==> src/esu_defs.svh <==
// Constants for the endian swap and steer unit
`ifndef ESU_DEFS_SVH
`define ESU_DEFS_SVH

// Widths of the register port and data paths
`define ESU_ADDR_W 4
`define ESU_DATA_W 32
`define ESU_LANES 4
`define ESU_CTRL_W 6
`define ESU_STRAP_W 3

// Register offsets
`define ESU_ADDR_CTRL 4'h0
`define ESU_ADDR_STAT 4'h4

// Control register fields
`define ESU_BIT_PCI_BIG 0
`define ESU_BIT_CPU_BIG 1
`define ESU_BIT_REV 2
`define ESU_BIT_W1 3
`define ESU_BIT_W2 4
`define ESU_BIT_IO 5
`define ESU_CTRL_RESET 6'h00
`define ESU_CTRL_WMASK 6'h3b

// Status register fields
`define ESU_STAT_SWAP 0
`define ESU_STAT_STEER 1
`define ESU_STAT_REGACC 2
`define ESU_STAT_CONFLICT 3
`define ESU_STAT_PCISWAP 4

// Strap port positions (pins 10, 11, 12 of the muxed bus)
`define ESU_STRAP_LEGACY 0
`define ESU_STRAP_PCI 1
`define ESU_STRAP_CPU 2

// Reset values
`define ESU_REV_DEFAULT 1'b1
`define ESU_ZERO_WORD 32'h0000_0000
`define ESU_ZERO_BE 4'h0

`endif

==> src/esu_pkg.sv <==
// Types for the endian swap and steer unit
`include "esu_defs.svh"

package esu_pkg;

    // Complete register state of the unit
    typedef struct packed {
        logic [`ESU_CTRL_W-1:0] ctrl;
        logic strapped;
        logic conflict;
        logic [`ESU_DATA_W-1:0] rdata;
        logic int_wr_valid;
        logic [`ESU_DATA_W-1:0] int_wr_data;
        logic [`ESU_LANES-1:0] int_wr_be;
        logic cpu_rd_valid;
        logic [`ESU_DATA_W-1:0] cpu_rd_data;
        logic pci_valid;
        logic [`ESU_DATA_W-1:0] pci_data;
    } esu_state_s;

endpackage : esu_pkg

==> src/esu_endian_swap_steer.sv <==
// Byte-order swap and steer unit between CPU bus and internal side
// How it works
// - Control bit 0 set swaps bytes on the PCI side; clear passes.
// - Control bit 1 set swaps bytes on CPU transfers unless steering; clear passes.
// - Control bit 2 reports silicon revision and gates steering.
// - Control bit 3 enables steering for window one with big endian.
// - Control bit 4 enables steering for window two with big endian.
// - Control bit 5 enables steering for the I/O window.
// - Any of the three window enables set means register access.
// - Steer only when revision, register access and big endian are 1.
// - Big endian without steering swaps; little endian does nothing.
// - Steering wins over swapping when both conditions hold.
// - Memory data stays little endian whatever the settings.
// - Internal registers and FIFOs hold little-endian data.
// - After reset the endian flags load from the strap pins.
// - Steering keeps halfwords and bytes in original lanes.
// - Bit order inside a byte never changes.
// - Swapping reverses the bytes of a word, lanes included.
// - Legacy strap high sets both endian flags.
//
// Implementation choices: the address-and-strobe port and the placing of the registers.
`timescale 1ns/1ps
`include "esu_defs.svh"

module esu_endian_swap_steer
    import esu_pkg::*;
#(
    parameter bit SILICON_REV = `ESU_REV_DEFAULT // Revision reported
) (
    input wire logic clk_sys, // System clock, 200 MHz
    input wire logic reset, // Asynchronous reset, active high
    input wire logic clk_en, // Freezes all state while low
    input wire logic [`ESU_ADDR_W-1:0] reg_addr, // Register address
    input wire logic [`ESU_DATA_W-1:0] reg_wdata, // Register write data
    input wire logic reg_wr, // Register write strobe
    input wire logic reg_rd, // Register read strobe
    output logic [`ESU_DATA_W-1:0] reg_rdata, // Read data, next cycle
    input wire logic [`ESU_STRAP_W-1:0] muxed_addr_data_strap, // Straps
    input wire logic cpu_wr_valid, // CPU write word valid
    input wire logic [`ESU_DATA_W-1:0] cpu_wr_data, // CPU write data
    input wire logic [`ESU_LANES-1:0] cpu_wr_be, // CPU byte lanes
    output logic int_wr_valid, // Internal write valid
    output logic [`ESU_DATA_W-1:0] int_wr_data, // Little-endian data
    output logic [`ESU_LANES-1:0] int_wr_be, // Internal byte lanes
    input wire logic int_rd_valid, // Internal read word valid
    input wire logic [`ESU_DATA_W-1:0] int_rd_data, // Little-endian data
    output logic cpu_rd_valid, // CPU read data valid
    output logic [`ESU_DATA_W-1:0] cpu_rd_data, // CPU-order read data
    input wire logic int_pci_valid, // Internal word to PCI side
    input wire logic [`ESU_DATA_W-1:0] int_pci_data, // Internal data
    output logic pci_valid, // PCI-side word valid
    output logic [`ESU_DATA_W-1:0] pci_data, // PCI-order data
    output logic cpu_swap_mode, // CPU path swapping
    output logic cpu_steer_mode // CPU path steering
);

    esu_state_s st;
    esu_state_s next_st;

    // Decoded mode bits
    logic pci_big;
    logic cpu_big;
    logic rev;
    logic reg_access;
    logic steer;
    logic swap;
    logic [`ESU_DATA_W-1:0] wr_rev_data;
    logic [`ESU_LANES-1:0] wr_rev_be;
    logic [`ESU_DATA_W-1:0] rd_rev_data;
    logic [`ESU_DATA_W-1:0] pci_rev_data;
    logic [`ESU_DATA_W-1:0] ctrl_word;
    logic [`ESU_DATA_W-1:0] stat_word;
    logic [`ESU_CTRL_W-1:0] strap_ctrl;

    // Control field taps
    assign pci_big = st.ctrl[`ESU_BIT_PCI_BIG];
    assign cpu_big = st.ctrl[`ESU_BIT_CPU_BIG];
    assign rev = st.ctrl[`ESU_BIT_REV];

    // Any window steering enable marks a register access
    assign reg_access = st.ctrl[`ESU_BIT_W1] |
                        st.ctrl[`ESU_BIT_W2] |
                        st.ctrl[`ESU_BIT_IO];

    // Steer needs all three terms; otherwise big endian swaps
    assign steer = rev & reg_access & cpu_big;
    assign swap = cpu_big & ~steer;

    // Whole bytes move between lanes; bits inside a byte never move
    for (genvar i = 0; i < `ESU_LANES; i++) begin : g_lane
        localparam int J = `ESU_LANES - 1 - i;
        assign wr_rev_data[8*i +: 8] = cpu_wr_data[8*J +: 8];
        assign wr_rev_be[i] = cpu_wr_be[J];
        assign rd_rev_data[8*i +: 8] = int_rd_data[8*J +: 8];
        assign pci_rev_data[8*i +: 8] = int_pci_data[8*J +: 8];
    end

    // Register images
    always_comb begin
        ctrl_word = `ESU_ZERO_WORD;
        ctrl_word[`ESU_CTRL_W-1:0] = st.ctrl;
        stat_word = `ESU_ZERO_WORD;
        stat_word[`ESU_STAT_SWAP] = swap;
        stat_word[`ESU_STAT_STEER] = steer;
        stat_word[`ESU_STAT_REGACC] = reg_access;
        stat_word[`ESU_STAT_CONFLICT] = st.conflict;
        stat_word[`ESU_STAT_PCISWAP] = pci_big;
    end

    // Endian flags as loaded from the straps after reset
    always_comb begin
        strap_ctrl = st.ctrl;
        strap_ctrl[`ESU_BIT_REV] = SILICON_REV;
        strap_ctrl[`ESU_BIT_PCI_BIG] =
            muxed_addr_data_strap[`ESU_STRAP_PCI] |
            muxed_addr_data_strap[`ESU_STRAP_LEGACY];
        strap_ctrl[`ESU_BIT_CPU_BIG] =
            muxed_addr_data_strap[`ESU_STRAP_CPU] |
            muxed_addr_data_strap[`ESU_STRAP_LEGACY];
    end

    // Next state of the whole unit
    always_comb begin
        next_st = st;
        // Straps caught once, in the first enabled cycle after release
        if (!st.strapped) begin
            next_st.strapped = 1'b1;
            next_st.ctrl = strap_ctrl;
            // Flag an illegal strap pair so software can see it
            next_st.conflict =
                muxed_addr_data_strap[`ESU_STRAP_LEGACY] &
                muxed_addr_data_strap[`ESU_STRAP_PCI];
        end else if (reg_wr && reg_addr == `ESU_ADDR_CTRL) begin
            // Revision bit keeps its value on writes
            next_st.ctrl = (reg_wdata[`ESU_CTRL_W-1:0] &
                            `ESU_CTRL_WMASK) |
                           (st.ctrl & ~`ESU_CTRL_WMASK);
        end
        // Read data stand for one cycle after the strobe
        if (reg_rd) begin
            case (reg_addr)
                `ESU_ADDR_CTRL: next_st.rdata = ctrl_word;
                `ESU_ADDR_STAT: next_st.rdata = stat_word;
                default: next_st.rdata = `ESU_ZERO_WORD;
            endcase
        end else begin
            next_st.rdata = `ESU_ZERO_WORD;
        end
        // CPU to internal: internal side always little endian
        next_st.int_wr_valid = cpu_wr_valid;
        if (cpu_wr_valid) begin
            if (swap) begin
                next_st.int_wr_data = wr_rev_data;
                next_st.int_wr_be = wr_rev_be;
            end else begin
                next_st.int_wr_data = cpu_wr_data;
                next_st.int_wr_be = cpu_wr_be;
            end
        end
        // Internal to CPU: the same mapping backwards
        next_st.cpu_rd_valid = int_rd_valid;
        if (int_rd_valid) begin
            next_st.cpu_rd_data = swap ? rd_rev_data : int_rd_data;
        end
        // Internal to PCI side: governed by the PCI flag alone
        next_st.pci_valid = int_pci_valid;
        if (int_pci_valid) begin
            next_st.pci_data = pci_big ? pci_rev_data : int_pci_data;
        end
    end

    // State register; clock enable freezes everything
    always_ff @(posedge clk_sys or posedge reset) begin
        if (reset) begin
            st.ctrl <= `ESU_CTRL_RESET;
            st.strapped <= 1'b0;
            st.conflict <= 1'b0;
            st.rdata <= `ESU_ZERO_WORD;
            st.int_wr_valid <= 1'b0;
            st.int_wr_data <= `ESU_ZERO_WORD;
            st.int_wr_be <= `ESU_ZERO_BE;
            st.cpu_rd_valid <= 1'b0;
            st.cpu_rd_data <= `ESU_ZERO_WORD;
            st.pci_valid <= 1'b0;
            st.pci_data <= `ESU_ZERO_WORD;
        end else if (clk_en) begin
            st <= next_st;
        end
    end

    // Outputs straight from the state
    assign reg_rdata = st.rdata;
    assign int_wr_valid = st.int_wr_valid;
    assign int_wr_data = st.int_wr_data;
    assign int_wr_be = st.int_wr_be;
    assign cpu_rd_valid = st.cpu_rd_valid;
    assign cpu_rd_data = st.cpu_rd_data;
    assign pci_valid = st.pci_valid;
    assign pci_data = st.pci_data;
    assign cpu_swap_mode = swap;
    assign cpu_steer_mode = steer;

    // Swap and steer never active together
    mode_exclusive_a: assert property (
        @(posedge clk_sys) disable iff (reset)
        !(cpu_swap_mode && cpu_steer_mode))
        else $error("swap and steer both active");

    // Steering exactly when all three terms hold
    steer_cause_a: assert property (
        @(posedge clk_sys) disable iff (reset)
        cpu_steer_mode == (st.ctrl[`ESU_BIT_REV] && cpu_big &&
            (st.ctrl[`ESU_BIT_W1] || st.ctrl[`ESU_BIT_W2] ||
             st.ctrl[`ESU_BIT_IO])))
        else $error("steer mode does not follow control bits");

    // Little endian CPU bus never swaps nor steers
    little_pass_a: assert property (
        @(posedge clk_sys) disable iff (reset)
        !cpu_big |-> !cpu_swap_mode && !cpu_steer_mode)
        else $error("little endian path altered data");

    // Swapped write reverses every byte of the word
    write_swap_a: assert property (
        @(posedge clk_sys) disable iff (reset)
        clk_en && cpu_wr_valid && cpu_swap_mode ##1 clk_en |->
        int_wr_valid &&
        int_wr_data == {$past(cpu_wr_data[7:0]),
                        $past(cpu_wr_data[15:8]),
                        $past(cpu_wr_data[23:16]),
                        $past(cpu_wr_data[31:24])} &&
        int_wr_be == {$past(cpu_wr_be[0]), $past(cpu_wr_be[1]),
                      $past(cpu_wr_be[2]), $past(cpu_wr_be[3])})
        else $error("swapped write has wrong byte order");

    // Unswapped write keeps lanes in place
    write_pass_a: assert property (
        @(posedge clk_sys) disable iff (reset)
        clk_en && cpu_wr_valid && !cpu_swap_mode |=>
        int_wr_data == $past(cpu_wr_data) &&
        int_wr_be == $past(cpu_wr_be))
        else $error("steered write moved bytes");

    // Read path mirrors the write path
    read_swap_a: assert property (
        @(posedge clk_sys) disable iff (reset)
        clk_en && int_rd_valid |=>
        cpu_rd_valid &&
        cpu_rd_data == ($past(cpu_swap_mode) ?
            {$past(int_rd_data[7:0]), $past(int_rd_data[15:8]),
             $past(int_rd_data[23:16]), $past(int_rd_data[31:24])} :
            $past(int_rd_data)))
        else $error("read data order wrong");

    // PCI side follows the PCI flag
    pci_order_a: assert property (
        @(posedge clk_sys) disable iff (reset)
        clk_en && int_pci_valid |=>
        pci_data == ($past(pci_big) ?
            {$past(int_pci_data[7:0]), $past(int_pci_data[15:8]),
             $past(int_pci_data[23:16]),
             $past(int_pci_data[31:24])} :
            $past(int_pci_data)))
        else $error("pci data order wrong");

    // Revision bit survives any write
    rev_readonly_a: assert property (
        @(posedge clk_sys) disable iff (reset)
        st.strapped && clk_en && reg_wr |=>
        st.ctrl[`ESU_BIT_REV] == $past(st.ctrl[`ESU_BIT_REV]))
        else $error("revision bit changed by write");

    // Legacy strap sets both flags at capture
    strap_legacy_a: assert property (
        @(posedge clk_sys) disable iff (reset)
        !st.strapped && clk_en &&
        muxed_addr_data_strap[`ESU_STRAP_LEGACY] |=>
        st.strapped && pci_big && cpu_big)
        else $error("legacy strap did not set both flags");

    // Straps load the flags exactly once
    strap_load_a: assert property (
        @(posedge clk_sys) disable iff (reset)
        !st.strapped && clk_en |=>
        cpu_big == $past(muxed_addr_data_strap[`ESU_STRAP_CPU] |
                     muxed_addr_data_strap[`ESU_STRAP_LEGACY]) &&
        pci_big == $past(muxed_addr_data_strap[`ESU_STRAP_PCI] |
                     muxed_addr_data_strap[`ESU_STRAP_LEGACY]))
        else $error("strap values not loaded");

    // Read data last one cycle only
    read_pulse_a: assert property (
        @(posedge clk_sys) disable iff (reset)
        clk_en && !reg_rd |=> reg_rdata == `ESU_ZERO_WORD)
        else $error("read data held beyond one cycle");

endmodule : esu_endian_swap_steer

==> config.mk <==
export PLATFORM = sky130hd
export DESIGN_NAME = esu_endian_swap_steer
export DESIGN_NICKNAME = d
export VERILOG_FILES = /design/src/esu_pkg.sv /design/src/esu_endian_swap_steer.sv
export VERILOG_INCLUDE_DIRS = /design/src
export SDC_FILE = /design/constraint.sdc
export NUM_CORES = 1
export LEC_CHECK = 0
export BUFFER_PORTS_ARGS = -buffer_cell sky130_fd_sc_hd__buf_2
export CORE_UTILIZATION = 52
export CTS_CLUSTER_DIAMETER = 200
export CTS_CLUSTER_SIZE = 24
export DETAILED_ROUTE_END_ITERATION = 7
export HOLD_SLACK_MARGIN = 0.03
export PLACE_DENSITY = 0.89
export SYNTH_ARGS = -nofsm -noshare
export SYNTH_HDL_FRONTEND = slang
export SYNTH_SLANG_ARGS = --single-unit
==> constraint.sdc <==
create_clock -name clk_sys -period 7.3 [get_ports clk_sys]
set_clock_uncertainty 0.2 [all_clocks]
set_input_delay 1.46 -clock clk_sys [delete_from_list [all_inputs] [get_ports clk_sys]]
set_output_delay 1.46 -clock clk_sys [all_outputs]
set_load 0.1 [all_outputs]
# Word-level counts from Yosys, hierarchy flattened
# Index checks and enable logic that the tools add are counted.
# Widths: inputs -> output; s select.
dict set report word_totals {
  wordCells 40
  reg_bits 143
}
dict set report classes {
  n_eq_ne 2
  muxes 7
  reduce_logical 8
  bitwise_logic 11
}
# op n
set ops {}
lappend ops {{$mux 32} 3}
lappend ops {{$mux 36} 1}
lappend ops {{$pmux 6 s2} 1}
lappend ops {{$reduce_and 2->1} 5}
lappend ops {{$mux 3} 2}
lappend ops {{$or 6x3->6} 1}
lappend ops {{$and 1x1->1} 4}
lappend ops {{$eq 4x3->1 const B} 1}
lappend ops {{$logic_not 4->1} 1}
lappend ops {{$or 1x1->1} 4}
lappend ops {{$reduce_and 3->1} 1}
lappend ops {{$ne 2x1->1 const B} 1}
lappend ops {{$not 1->1} 2}
lappend ops {{$logic_and 1x1->1} 1}

# Depth between registers and ports, before layout
# Gate-level depths: netlist (run 1).
dict set report logic_depth {
  depth_word 8
  mapped_depth 6
  depth_no_buf 3
}

# Least setup slack after synthesis (run 1)
# No wires, ideal clock.
dict set report synth_path {
  path_kind {register to output}
  start {register st (netlist bit ctrl_word[4])}
  end {output cpu_steer_mode}
  path_slack_ns 3.663
  path_buffers 1
  path_stages_with_launch 4
  arrival_ns 1.977
  path_cell_list {dfrtp_1 o31ai_4 clkbuf_1 nor2_1}
}
dict set report synth_between {
  elab_chain_cells 4
}
# item line
set synth_rtl {}
lappend synth_rtl {{start: declaration} esu_endian_swap_steer.sv:57} ;# esu_state_s st;
lappend synth_rtl {{start signal: assignment} esu_endian_swap_steer.sv:187} ;# st <= next_st;
lappend synth_rtl {{$or 1x1->1 (2 in a row)} esu_endian_swap_steer.sv:81} ;# assign reg_access = st.ctrl[`ESU_BIT_W1] |
lappend synth_rtl {{$and 1x1->1 (2 in a row)} esu_endian_swap_steer.sv:86} ;# assign steer = rev & reg_access & cpu_big;
lappend synth_rtl {{end: declaration} esu_endian_swap_steer.sv:54} ;# output logic cpu_steer_mode
# No other way between the ends.

# Worst setup path after layout (run 1)
dict set report layout_path {
  start {register st (netlist bit cpu_big)}
  end {output cpu_swap_mode}
}
dict set report layout_between {
  elab_chain_cells 3
}
# item line
set layout_rtl {}
lappend layout_rtl {{$and 1x1->1} esu_endian_swap_steer.sv:86}
lappend layout_rtl {{$not 1->1} esu_endian_swap_steer.sv:87} ;# assign swap = cpu_big & ~steer;
lappend layout_rtl {{$and 1x1->1 *} esu_endian_swap_steer.sv:87}
lappend layout_rtl {{end: declaration} esu_endian_swap_steer.sv:53} ;# output logic cpu_swap_mode,
# Every way passes the cells marked *; elsewhere a longest branch is shown, timed or not.

==> results.cfg, run 1 <==
[drt]
via_count = 5382
met1_length_mm = 6.17
drt-vias-per-instance = 5.37
wl_met2_mm = 7.52
wl_per_cell_um = 15.3
route.top_layer_used = met4
drt_wl_total_mm = 15.4
ant_nets = 0
first_pass_iters = 7
dr_wl_met3_mm = 1.34
drt-initial-drc-count = 434
drc = 0

[timing]
slew-limit-headroom_pct = 24.8
hold_viol = 0
setup_violations = 0
fin_crit_ps = 3920
fmaxAchievable_mhz = 255
rsz0062_at_grt = no
slew_viol_final = 0
hold_ws_ps = 283
worst_slew_pin_slew_ps = 1130
min_period_over_period_pct = 53.7
final.setup.tns_ps = 0

[global_routing]
overflow = 0
grt_max_degree = 73
grt_first_pass_wirelength_mm = 24.4
grt_use_total_pct = 24.0
grt_pass1_vias = 5176
antenna_found_initial = 0

[synth]
synth_area_mm2 = 0.00657
synthXorXnorAreaFrac_pct = 0
ys_seq_elements = 117
netlist_instances = 732
ys_seq_area_share_pct = 44.6
avgSynthCellArea_um2 = 8.97
synth_fa_ha_area_share_pct = 0
synth_top_family_by_area = buffers and inverters
ys_types = 28
synth_compound_area_share_pct = 12.1
postSynth.asyncResetShare_pct = 100
synth_mux_area_share_pct = 5.87
ys.flop_type = dfrtp_1
yosysWarnings = 0
yosys.area_share.simple_pct = 18.0
synth_edf_count = 0

[power_and_ir_drop]
comb_power_share_pct = 45.2
power_frac_seq_pct = 27.7
power_switching_mw = 1.58
p_per_area_mw_per_mm2 = 418
peakVddDrop_uv = 194
leakagePower_nw = 3.50
swShare_pct = 50.7
p_clk_share_pct = 27.2
p_int_mw = 1.54

[cts]
clkTransAtPathRegs_ps = 50
postCtsSetupBuffers = 0
numCtsBuffers = 17
clock_path_buffers = 2
cts.repair.resized = 0
h-tree-depth = 4
worstSkewPairLatency_ps = 410
cts_tree = built
cts.sinks = 117
cts_root_buf = clkbuf_16
holdBufCountCts = 0

[place]
gp_congestion = 0.745
dp_hpwl_mm = 10.5
port_buffers = 230

[setup_path]
cp.required_ps = 5640
cp_slowest_stage_delay_ps = 630
cp_top_family = buffers and inverters
worstReg2RegStart = cpu_big
worstSetupStartpoint = cpu_big
worstPathMaxFanout = 50
cp_num_buf_inv = 2
cp.arrival_ps = 2260
r2r-end = int_wr_be[1]
crit_path_end = cpu_swap_mode
cp_cell_sequence = buf_4 > and2_2 > buf_2
cp_slowest_cell = dfrtp_2
critPathLaunchType = flip-flop
endpoint_kind = output pin
r2r_slack_ps = 4680
reg2reg_depth = 4
crit_cells = 3
path_class = reg2out

[cells_and_area]
fill_cells = 1038
mostFrequentLayoutCells = buf_2 (230), nand2_1 (141), dfrtp_1 (115), nand4_1 (68), o211ai_1 (68)
multi_input_area_mm2 = 0.00246
drive_gt1_share_pct = 33.7
antenna_cells = 0
synthToLayoutAreaGrowth_pct = 13.4
mostFrequentLayoutCell = buf_2
final_util_pct = 61.2
final_nets = 968
seq_area_mm2 = 0.00293

[floorplan]
start_util_pct = 54.0
ios = 284
die_area_mm2 = 0.0131
chipWidth_um = 114
rows = 40
core-area_mm2 = 0.0122
die_h_um = 114

[worst_hold_path]
hold_path_startpoint = cpu_rd_data[14]
hold_class = reg2reg

[flow_run]
drv_cap = 0

[outcome]
outcome = complete, no violations
## how the worst min path moves through the flow
stage / endpoint / slack (ps) / depth (start not counted)
2_1_floorplan: st[135] / 250 / 2
3_3_place_gp: cpu_rd_data[9] / 270 / 2
3_5_place_dp: cpu_rd_data[14] / 280 / 2
4_1_cts: cpu_rd_data[14] / 290 / 2
5_1_grt: cpu_rd_data[3] / 320 / 2
6_report: cpu_rd_data[14] / 280 / 2
## area by class of cell
cell class              count  area share, %
clock buffers              19           6.08
well taps                 168           2.82
repair buffers            235           16.0
multi-input cells         439           33.1
inverters                  11          0.588
flip-flops and latches    117           39.3
clock inverters            13           2.10
## synth_stat cells, drive strengths merged, types with 2 or more instances
cell    number  area share, %
nor2b        2           0.19
nand2      141            8.1
mux2         4           0.69
nand4       68            6.5
and2         5           0.48
o211ai      68            7.8
buf        155             17
nor2        36            2.1
nand2b       2           0.19
a21oi       32            2.4
o22ai        4           0.38
o32ai        2           0.27
and3         2           0.19
mux2i       34            5.2
a221o        2           0.30
dfrtp      117             45
o21ai        5           0.38
clkbuf      35            2.0
inv         11           0.63
## metrics by stage
step                std cells  setup slack (ps)  cell area, um^2  power, mW
detailed placement        970              3770             6840       2.28
CTS                      1002              3340             7450       3.13
finish                   1002              3380             7450       3.12
global route             1002              3250             7450       3.23
floorplan                 757              2540             6660       2.23
global placement          970              3770             6840       2.26
## per-layer routing
layer | vias up | global-route usage, %
met1 | 2560 | 27.6
met5 | - | 0
met3 | 27 | 8.63
met4 | 0 | 10.3
li1 | 2563 | -
met2 | 232 | 40.5
## sequential cells by signal, indices dropped and copies added, names as in the netlist
signal        count
cpu_big           1
cpu_rd_data      32
cpu_rd_valid      1
ctrl_word         5
int_wr_be         4
int_wr_data      32
int_wr_valid      1
pci_data         32
pci_valid         1
reg_rdata         6
st                2
## kinds of logic (layout without fill, tap and decap cells)
logic type	count (synthesis)	after routing
buffers and inverters	201	278
AND/OR/NAND/NOR	259	259
multiplexers	38	38
AO/OA/AOI/OAI	116	116
other	1	26
flip-flops	117	117
## power by group through the flow
stage,Sequential (mW),Clock [mW],Combinational (mW)
floorplan,0.841,0,1.39
global placement,0.865,0,1.40
detailed placement,0.870,0,1.41
CTS,0.862,0.859,1.41
global route,0.879,0.890,1.46
finish,0.862,0.847,1.41
## tightest hold or removal path: cells and delay by family (launching register included)
kind	cells	cell delay, ps
flip-flops	1	330
AND/OR/NAND/NOR	1	50
AO/OA/AOI/OAI	1	70
Note: power is estimated with default switching activity, not from simulation.
==> inputs of run 2 (changes only) <==
- CORE_UTILIZATION: 52 -> 44
- PLACE_DENSITY: 0.89 -> 0.81
- clock period: 7.3 -> 3.2 ns (I/O delays scaled with it)
==> results.cfg, run 2 (synthesized netlist as in run 1, its figures left out) <==
[outcome]
outcome = complete, no violations

[cells_and_area]
mostFrequentLayoutCell = buf_2
fill_cells = 1323
multi_input_area_mm2 = 0.00246
seq_area_mm2 = 0.00293
mostFrequentLayoutCells = buf_2 (229), nand2_1 (141), dfrtp_1 (115), nand4_1 (68), o211ai_1 (68)
final_nets = 974
synthToLayoutAreaGrowth_pct = 16.0
fin_cells = 1025
largest_registers = cpu_rd_data x32, int_wr_data x32, pci_data x32
drive_gt1_share_pct = 34.0

[power_and_ir_drop]
power_switching_mw = 3.62
p_int_mw = 3.67
power_frac_seq_pct = 26.8
leakagePower_nw = 3.57
comb_power_share_pct = 44.6
p_clk_share_pct = 28.5
swShare_pct = 49.6
peakVddDrop_uv = 452
p_per_area_mw_per_mm2 = 956
power_mw = 7.28

[floorplan]
start_util_pct = 45.2
chipWidth_um = 124
die_area_mm2 = 0.0154
ios = 284
core-area_mm2 = 0.0145
rows = 44
die_h_um = 124

[timing]
min_period_over_period_pct = 75.8
slew_viol_final = 0
fmaxAchievable_mhz = 412
fin_crit_ps = 2430
hold_viol = 0
final.setup.tns_ps = 0
setup_violations = 0
slew-limit-headroom_pct = 35.4
worst_slew_pin_slew_ps = 968
rsz0062_at_grt = no

[cts]
holdBufCountCts = 0
cts.repair.resized = 0
cts_root_buf = clkbuf_16
cts.sinks = 117
worstSkewPairLatency_ps = 400
clock_path_buffers = 2
clkTransAtPathRegs_ps = 50
h-tree-depth = 4
numCtsBuffers = 17
postCtsSetupBuffers = 0
cts_tree = built

[setup_path]
worstPathMaxFanout = 35
r2r_slack_ps = 990
path_class = reg2out
cp_cell_sequence = buf_4 > and2_2 > buf_12
endpoint_kind = output pin
cp_slowest_cell = dfrtp_2
critPathLaunchType = flip-flop
cp_slowest_stage_delay_ps = 380
cp.required_ps = 2360
r2r-end = cpu_rd_data[30]
cp.arrival_ps = 1590
worstReg2RegStart = cpu_big
reg2reg_depth = 4
cp_num_buf_inv = 2
cp_top_family = buffers and inverters

[drt]
first_pass_iters = 4
wl_per_cell_um = 15.3
drc = 0
via_count = 5379
drt-initial-drc-count = 323
drt-vias-per-instance = 5.25
ant_nets = 0
drt_wl_total_mm = 15.6

[worst_hold_path]
hold_class = in2async

[global_routing]
antenna_found_initial = 1
grt_use_total_pct = 20.4
grt_pass1_vias = 5021
grt_max_degree = 71
grt_first_pass_wirelength_mm = 24.0
overflow = 0

[place]
dp_cells = 992
port_buffers = 230
dp_hpwl_mm = 10.8
gp_congestion = 0.715

[flow_run]
drv_cap = 0
-- run 2: cell types whose count changed in the layout (fill, tap and decap cells not counted), sizes merged --
cell	delta
buf	+6
bufinv	+2
clkinvlp	-1
diode	+1
inv	-1
-- run 2: cell type report --
type | instances | share of cell area, %
Sequential cell | 117 | 38.5
Timing Repair Buffer | 241 | 17.0
Multi-Input combinational cell | 439 | 32.3
Inverter | 11 | 0.591
Antenna cell | 1 | 0.0328
Clock inverter | 13 | 2.69
Tap cell | 184 | 3.02
Clock buffer | 19 | 5.81
-- run 2: worst max-delay path by stage --
stage                      start              to  slack [ps]  cells after the start
global route             cpu_big   cpu_swap_mode         660                      3
floorplan           ctrl_word[4]  cpu_steer_mode         380                      3
finish                   cpu_big   cpu_swap_mode         770                      3
CTS                      cpu_big   cpu_swap_mode         710                      3
detailed placement        clk_en    ctrl_word[3]         650                      4
global placement          clk_en    ctrl_word[3]         670                      4
-- run 2: metrics by stage --
stage | area [um^2] | utilization [%] | hold WS [ps] | setup WS [ps]
2_1_floorplan | 6670 | - | 250 | 383
3_3_place_gp | 6970 | 48.0 | 265 | 672
3_5_place_dp | 6970 | 48.0 | 280 | 653
4_1_cts | 7620 | 52.4 | 183 | 714
5_1_grt | 7620 | 52.4 | 215 | 657
6_report | 7620 | 52.4 | 179 | 775
-- run 2: worst reg2reg max path, delay by kind of cell, from the launching register on --
kind,cells,cell delay [ps]
buf+inv,2,940
flops,1,380
simple gates,1,270
compound gates,1,260
-- run 2: power by group through the flow --
stage	sequential (mW)	combinational [mW]	clock, mW
CTS	1.95	3.27	2.13
floorplan	1.92	3.17	0
global placement	1.96	3.24	0
global route	2.00	3.41	2.19
detailed placement	1.97	3.27	0
finish	1.95	3.25	2.08
-- run 2: routing by layer --
metal | GRT usage [%] | up-vias | part of all wire, %
li1 | - | 2592 | -
met1 | 22.9 | 2561 | 40
met2 | 34.9 | 213 | 51
met3 | 8.06 | 13 | 8.6
met4 | 6.92 | 0 | 1.0
met5 | 0 | - | 0
==> inputs of run 3 (changes only) <==
- clock period: 3.2 -> 2.22 ns (I/O delays scaled with it)
==> results.cfg, run 3 (synthesized netlist as in run 1, its figures left out) <==
[setup_path]
cp_num_buf_inv = 1
cp_cell_sequence = o31ai_4 > and2_4 > buf_12
worstReg2RegStart = ctrl_word[4]
cp_top_family = flip-flops
critPathLaunchType = flip-flop
worstSetupStartpoint = ctrl_word[4]
cp.arrival_ps = 1520
cp_slowest_cell = dfrtp_1
path_class = reg2out
cp.required_ps = 1580
cp_slowest_stage_delay_ps = 410
worstPathMaxFanout = 3
endpoint_kind = output pin

[cts]
numCtsBuffers = 17
clkTransAtPathRegs_ps = 50
cts_root_buf = clkbuf_16
worstSkewPairLatency_ps = 400
clock_path_buffers = 2
cts_tree = built
cts.sinks = 117
h-tree-depth = 4

[power_and_ir_drop]
comb_power_share_pct = 47.4
peakVddDrop_uv = 652
p_int_mw = 4.95
power_frac_seq_pct = 27.5
power_switching_mw = 5.17
leakagePower_nw = 3.60
power_mw = 10.1
p_per_area_mw_per_mm2 = 1320
p_clk_share_pct = 25.1
swShare_pct = 51.1

[global_routing]
grt_pass1_vias = 4762
grt_max_degree = 73
antenna_found_initial = 1
grt_first_pass_wirelength_mm = 23.5
grt_use_total_pct = 19.9
overflow = 0

[timing]
worst_slew_pin_slew_ps = 587
slew-limit-headroom_pct = 60.9
min_period_over_period_pct = 97.6
hold_viol = 0
rsz0062_at_grt = yes
fmaxAchievable_mhz = 462
setup_violations = 0
slew_viol_final = 0
fin_crit_ps = 2170

[drt]
via_count = 5419
first_pass_iters = 5
ant_nets = 0
drc = 0
wl_per_cell_um = 15.0
drt-initial-drc-count = 302
drt-vias-per-instance = 5.22
drt_wl_total_mm = 15.6

[place]
gp_congestion = 0.748
dp_hpwl_mm = 10.7
dp_cells = 998
port_buffers = 230

[cells_and_area]
fin_cells = 1038
synthToLayoutAreaGrowth_pct = 16.7
final_nets = 987
largest_registers = cpu_rd_data x32, int_wr_data x32, pci_data x32
drive_gt1_share_pct = 34.8
mostFrequentLayoutCells = buf_2 (228), nand2_1 (141), dfrtp_1 (115), nand4_1 (68), o211ai_1 (68)
fill_cells = 1348
mostFrequentLayoutCell = buf_2

[floorplan]
core-area_mm2 = 0.0145
rows = 44
chipWidth_um = 124
die_h_um = 124
die_area_mm2 = 0.0154
start_util_pct = 45.2
ios = 284

[worst_hold_path]
hold_path_startpoint = reg_wdata[5]
hold_class = in2reg

[outcome]
outcome = complete, no violations

[flow_run]
drv_cap = 0
-- run 3: cell count changes in the layout (fill, tap and decap cells not counted), moves of 2 or more --
cell / delta
buf_12: +2
buf_4: +10
bufinv_16: -4
clkbuf_1: +2
clkbuf_8: +2
clkinv_2: +2
clkinv_4: -2
-- run 3: area by class of cell --
cell class,count,area [um^2],area share (%)
clock inverters,9,77.6,1.01
inverters,11,45.0,0.588
repair buffers,254,1430,18.7
flip-flops and latches,117,2930,38.2
clock buffers,23,478,6.24
multi-input cells,439,2470,32.2
well taps,184,230,3.00
diodes,1,2.50,0.0327
-- run 3: timing repair --
action | CTS | global route
pin swaps | 1 | 2
gates resized for setup | 3 | 0
buffers inserted | 2 | 4
hold buffers | 1 | 0
gates cloned | 0 | 0
endpoints found under the hold margin | 117 | 0
setup endpoints to repair | 1 | 2
-- run 3: per-stage QoR --
step           setup slack [ps]  util (%)  setup TNS (ps)  area [um^2]  hold slack (ps)
3_5_place_dp                271      48.5               0         7040              283
5_1_grt                   -12.3      52.7           -12.3         7660             61.4
2_1_floorplan              58.5         -               0         6670              250
4_1_cts                   -2.46      52.5           -2.46         7630             59.1
6_report                   53.6      52.7               0         7660             81.1
3_3_place_gp                284      48.5               0         7040              274
-- run 3: power by group through the flow --
stage                     clock network, mW  logic, mW  registers, mW
final                                  2.54       4.80           2.79
after floorplan                           0       4.57           2.77
after CTS                              2.61       4.79           2.79
after global routing                   2.71       5.02           2.85
after global placement                    0       4.73           2.80
after detailed placement                  0       4.77           2.81
-- run 3: metal layers --
metal	vias up	track usage, %	part of all wire, %
met4	0	7.22	1.1
li1	2600	-	-
met1	2585	23.4	41
met3	14	6.68	8.8
met5	-	0	0
met2	220	33.4	49
-- run 3: worst paths after layout --
| kind | end | slack (ps) | depth (start not counted) |
|---|---|---|---|
| max | cpu_swap_mode | 50 | 3 |
| min in group asynchronous | cpu_rd_data[17] | 520 | 4 |
| max in group asynchronous | ctrl_word[0] | 1000 | 4 |
| max reg2reg | int_wr_be[1] | 270 | 6 |
| min | ctrl_word[5] | 80 | 2 |
| min reg2reg | cpu_rd_data[13] | 280 | 2 |
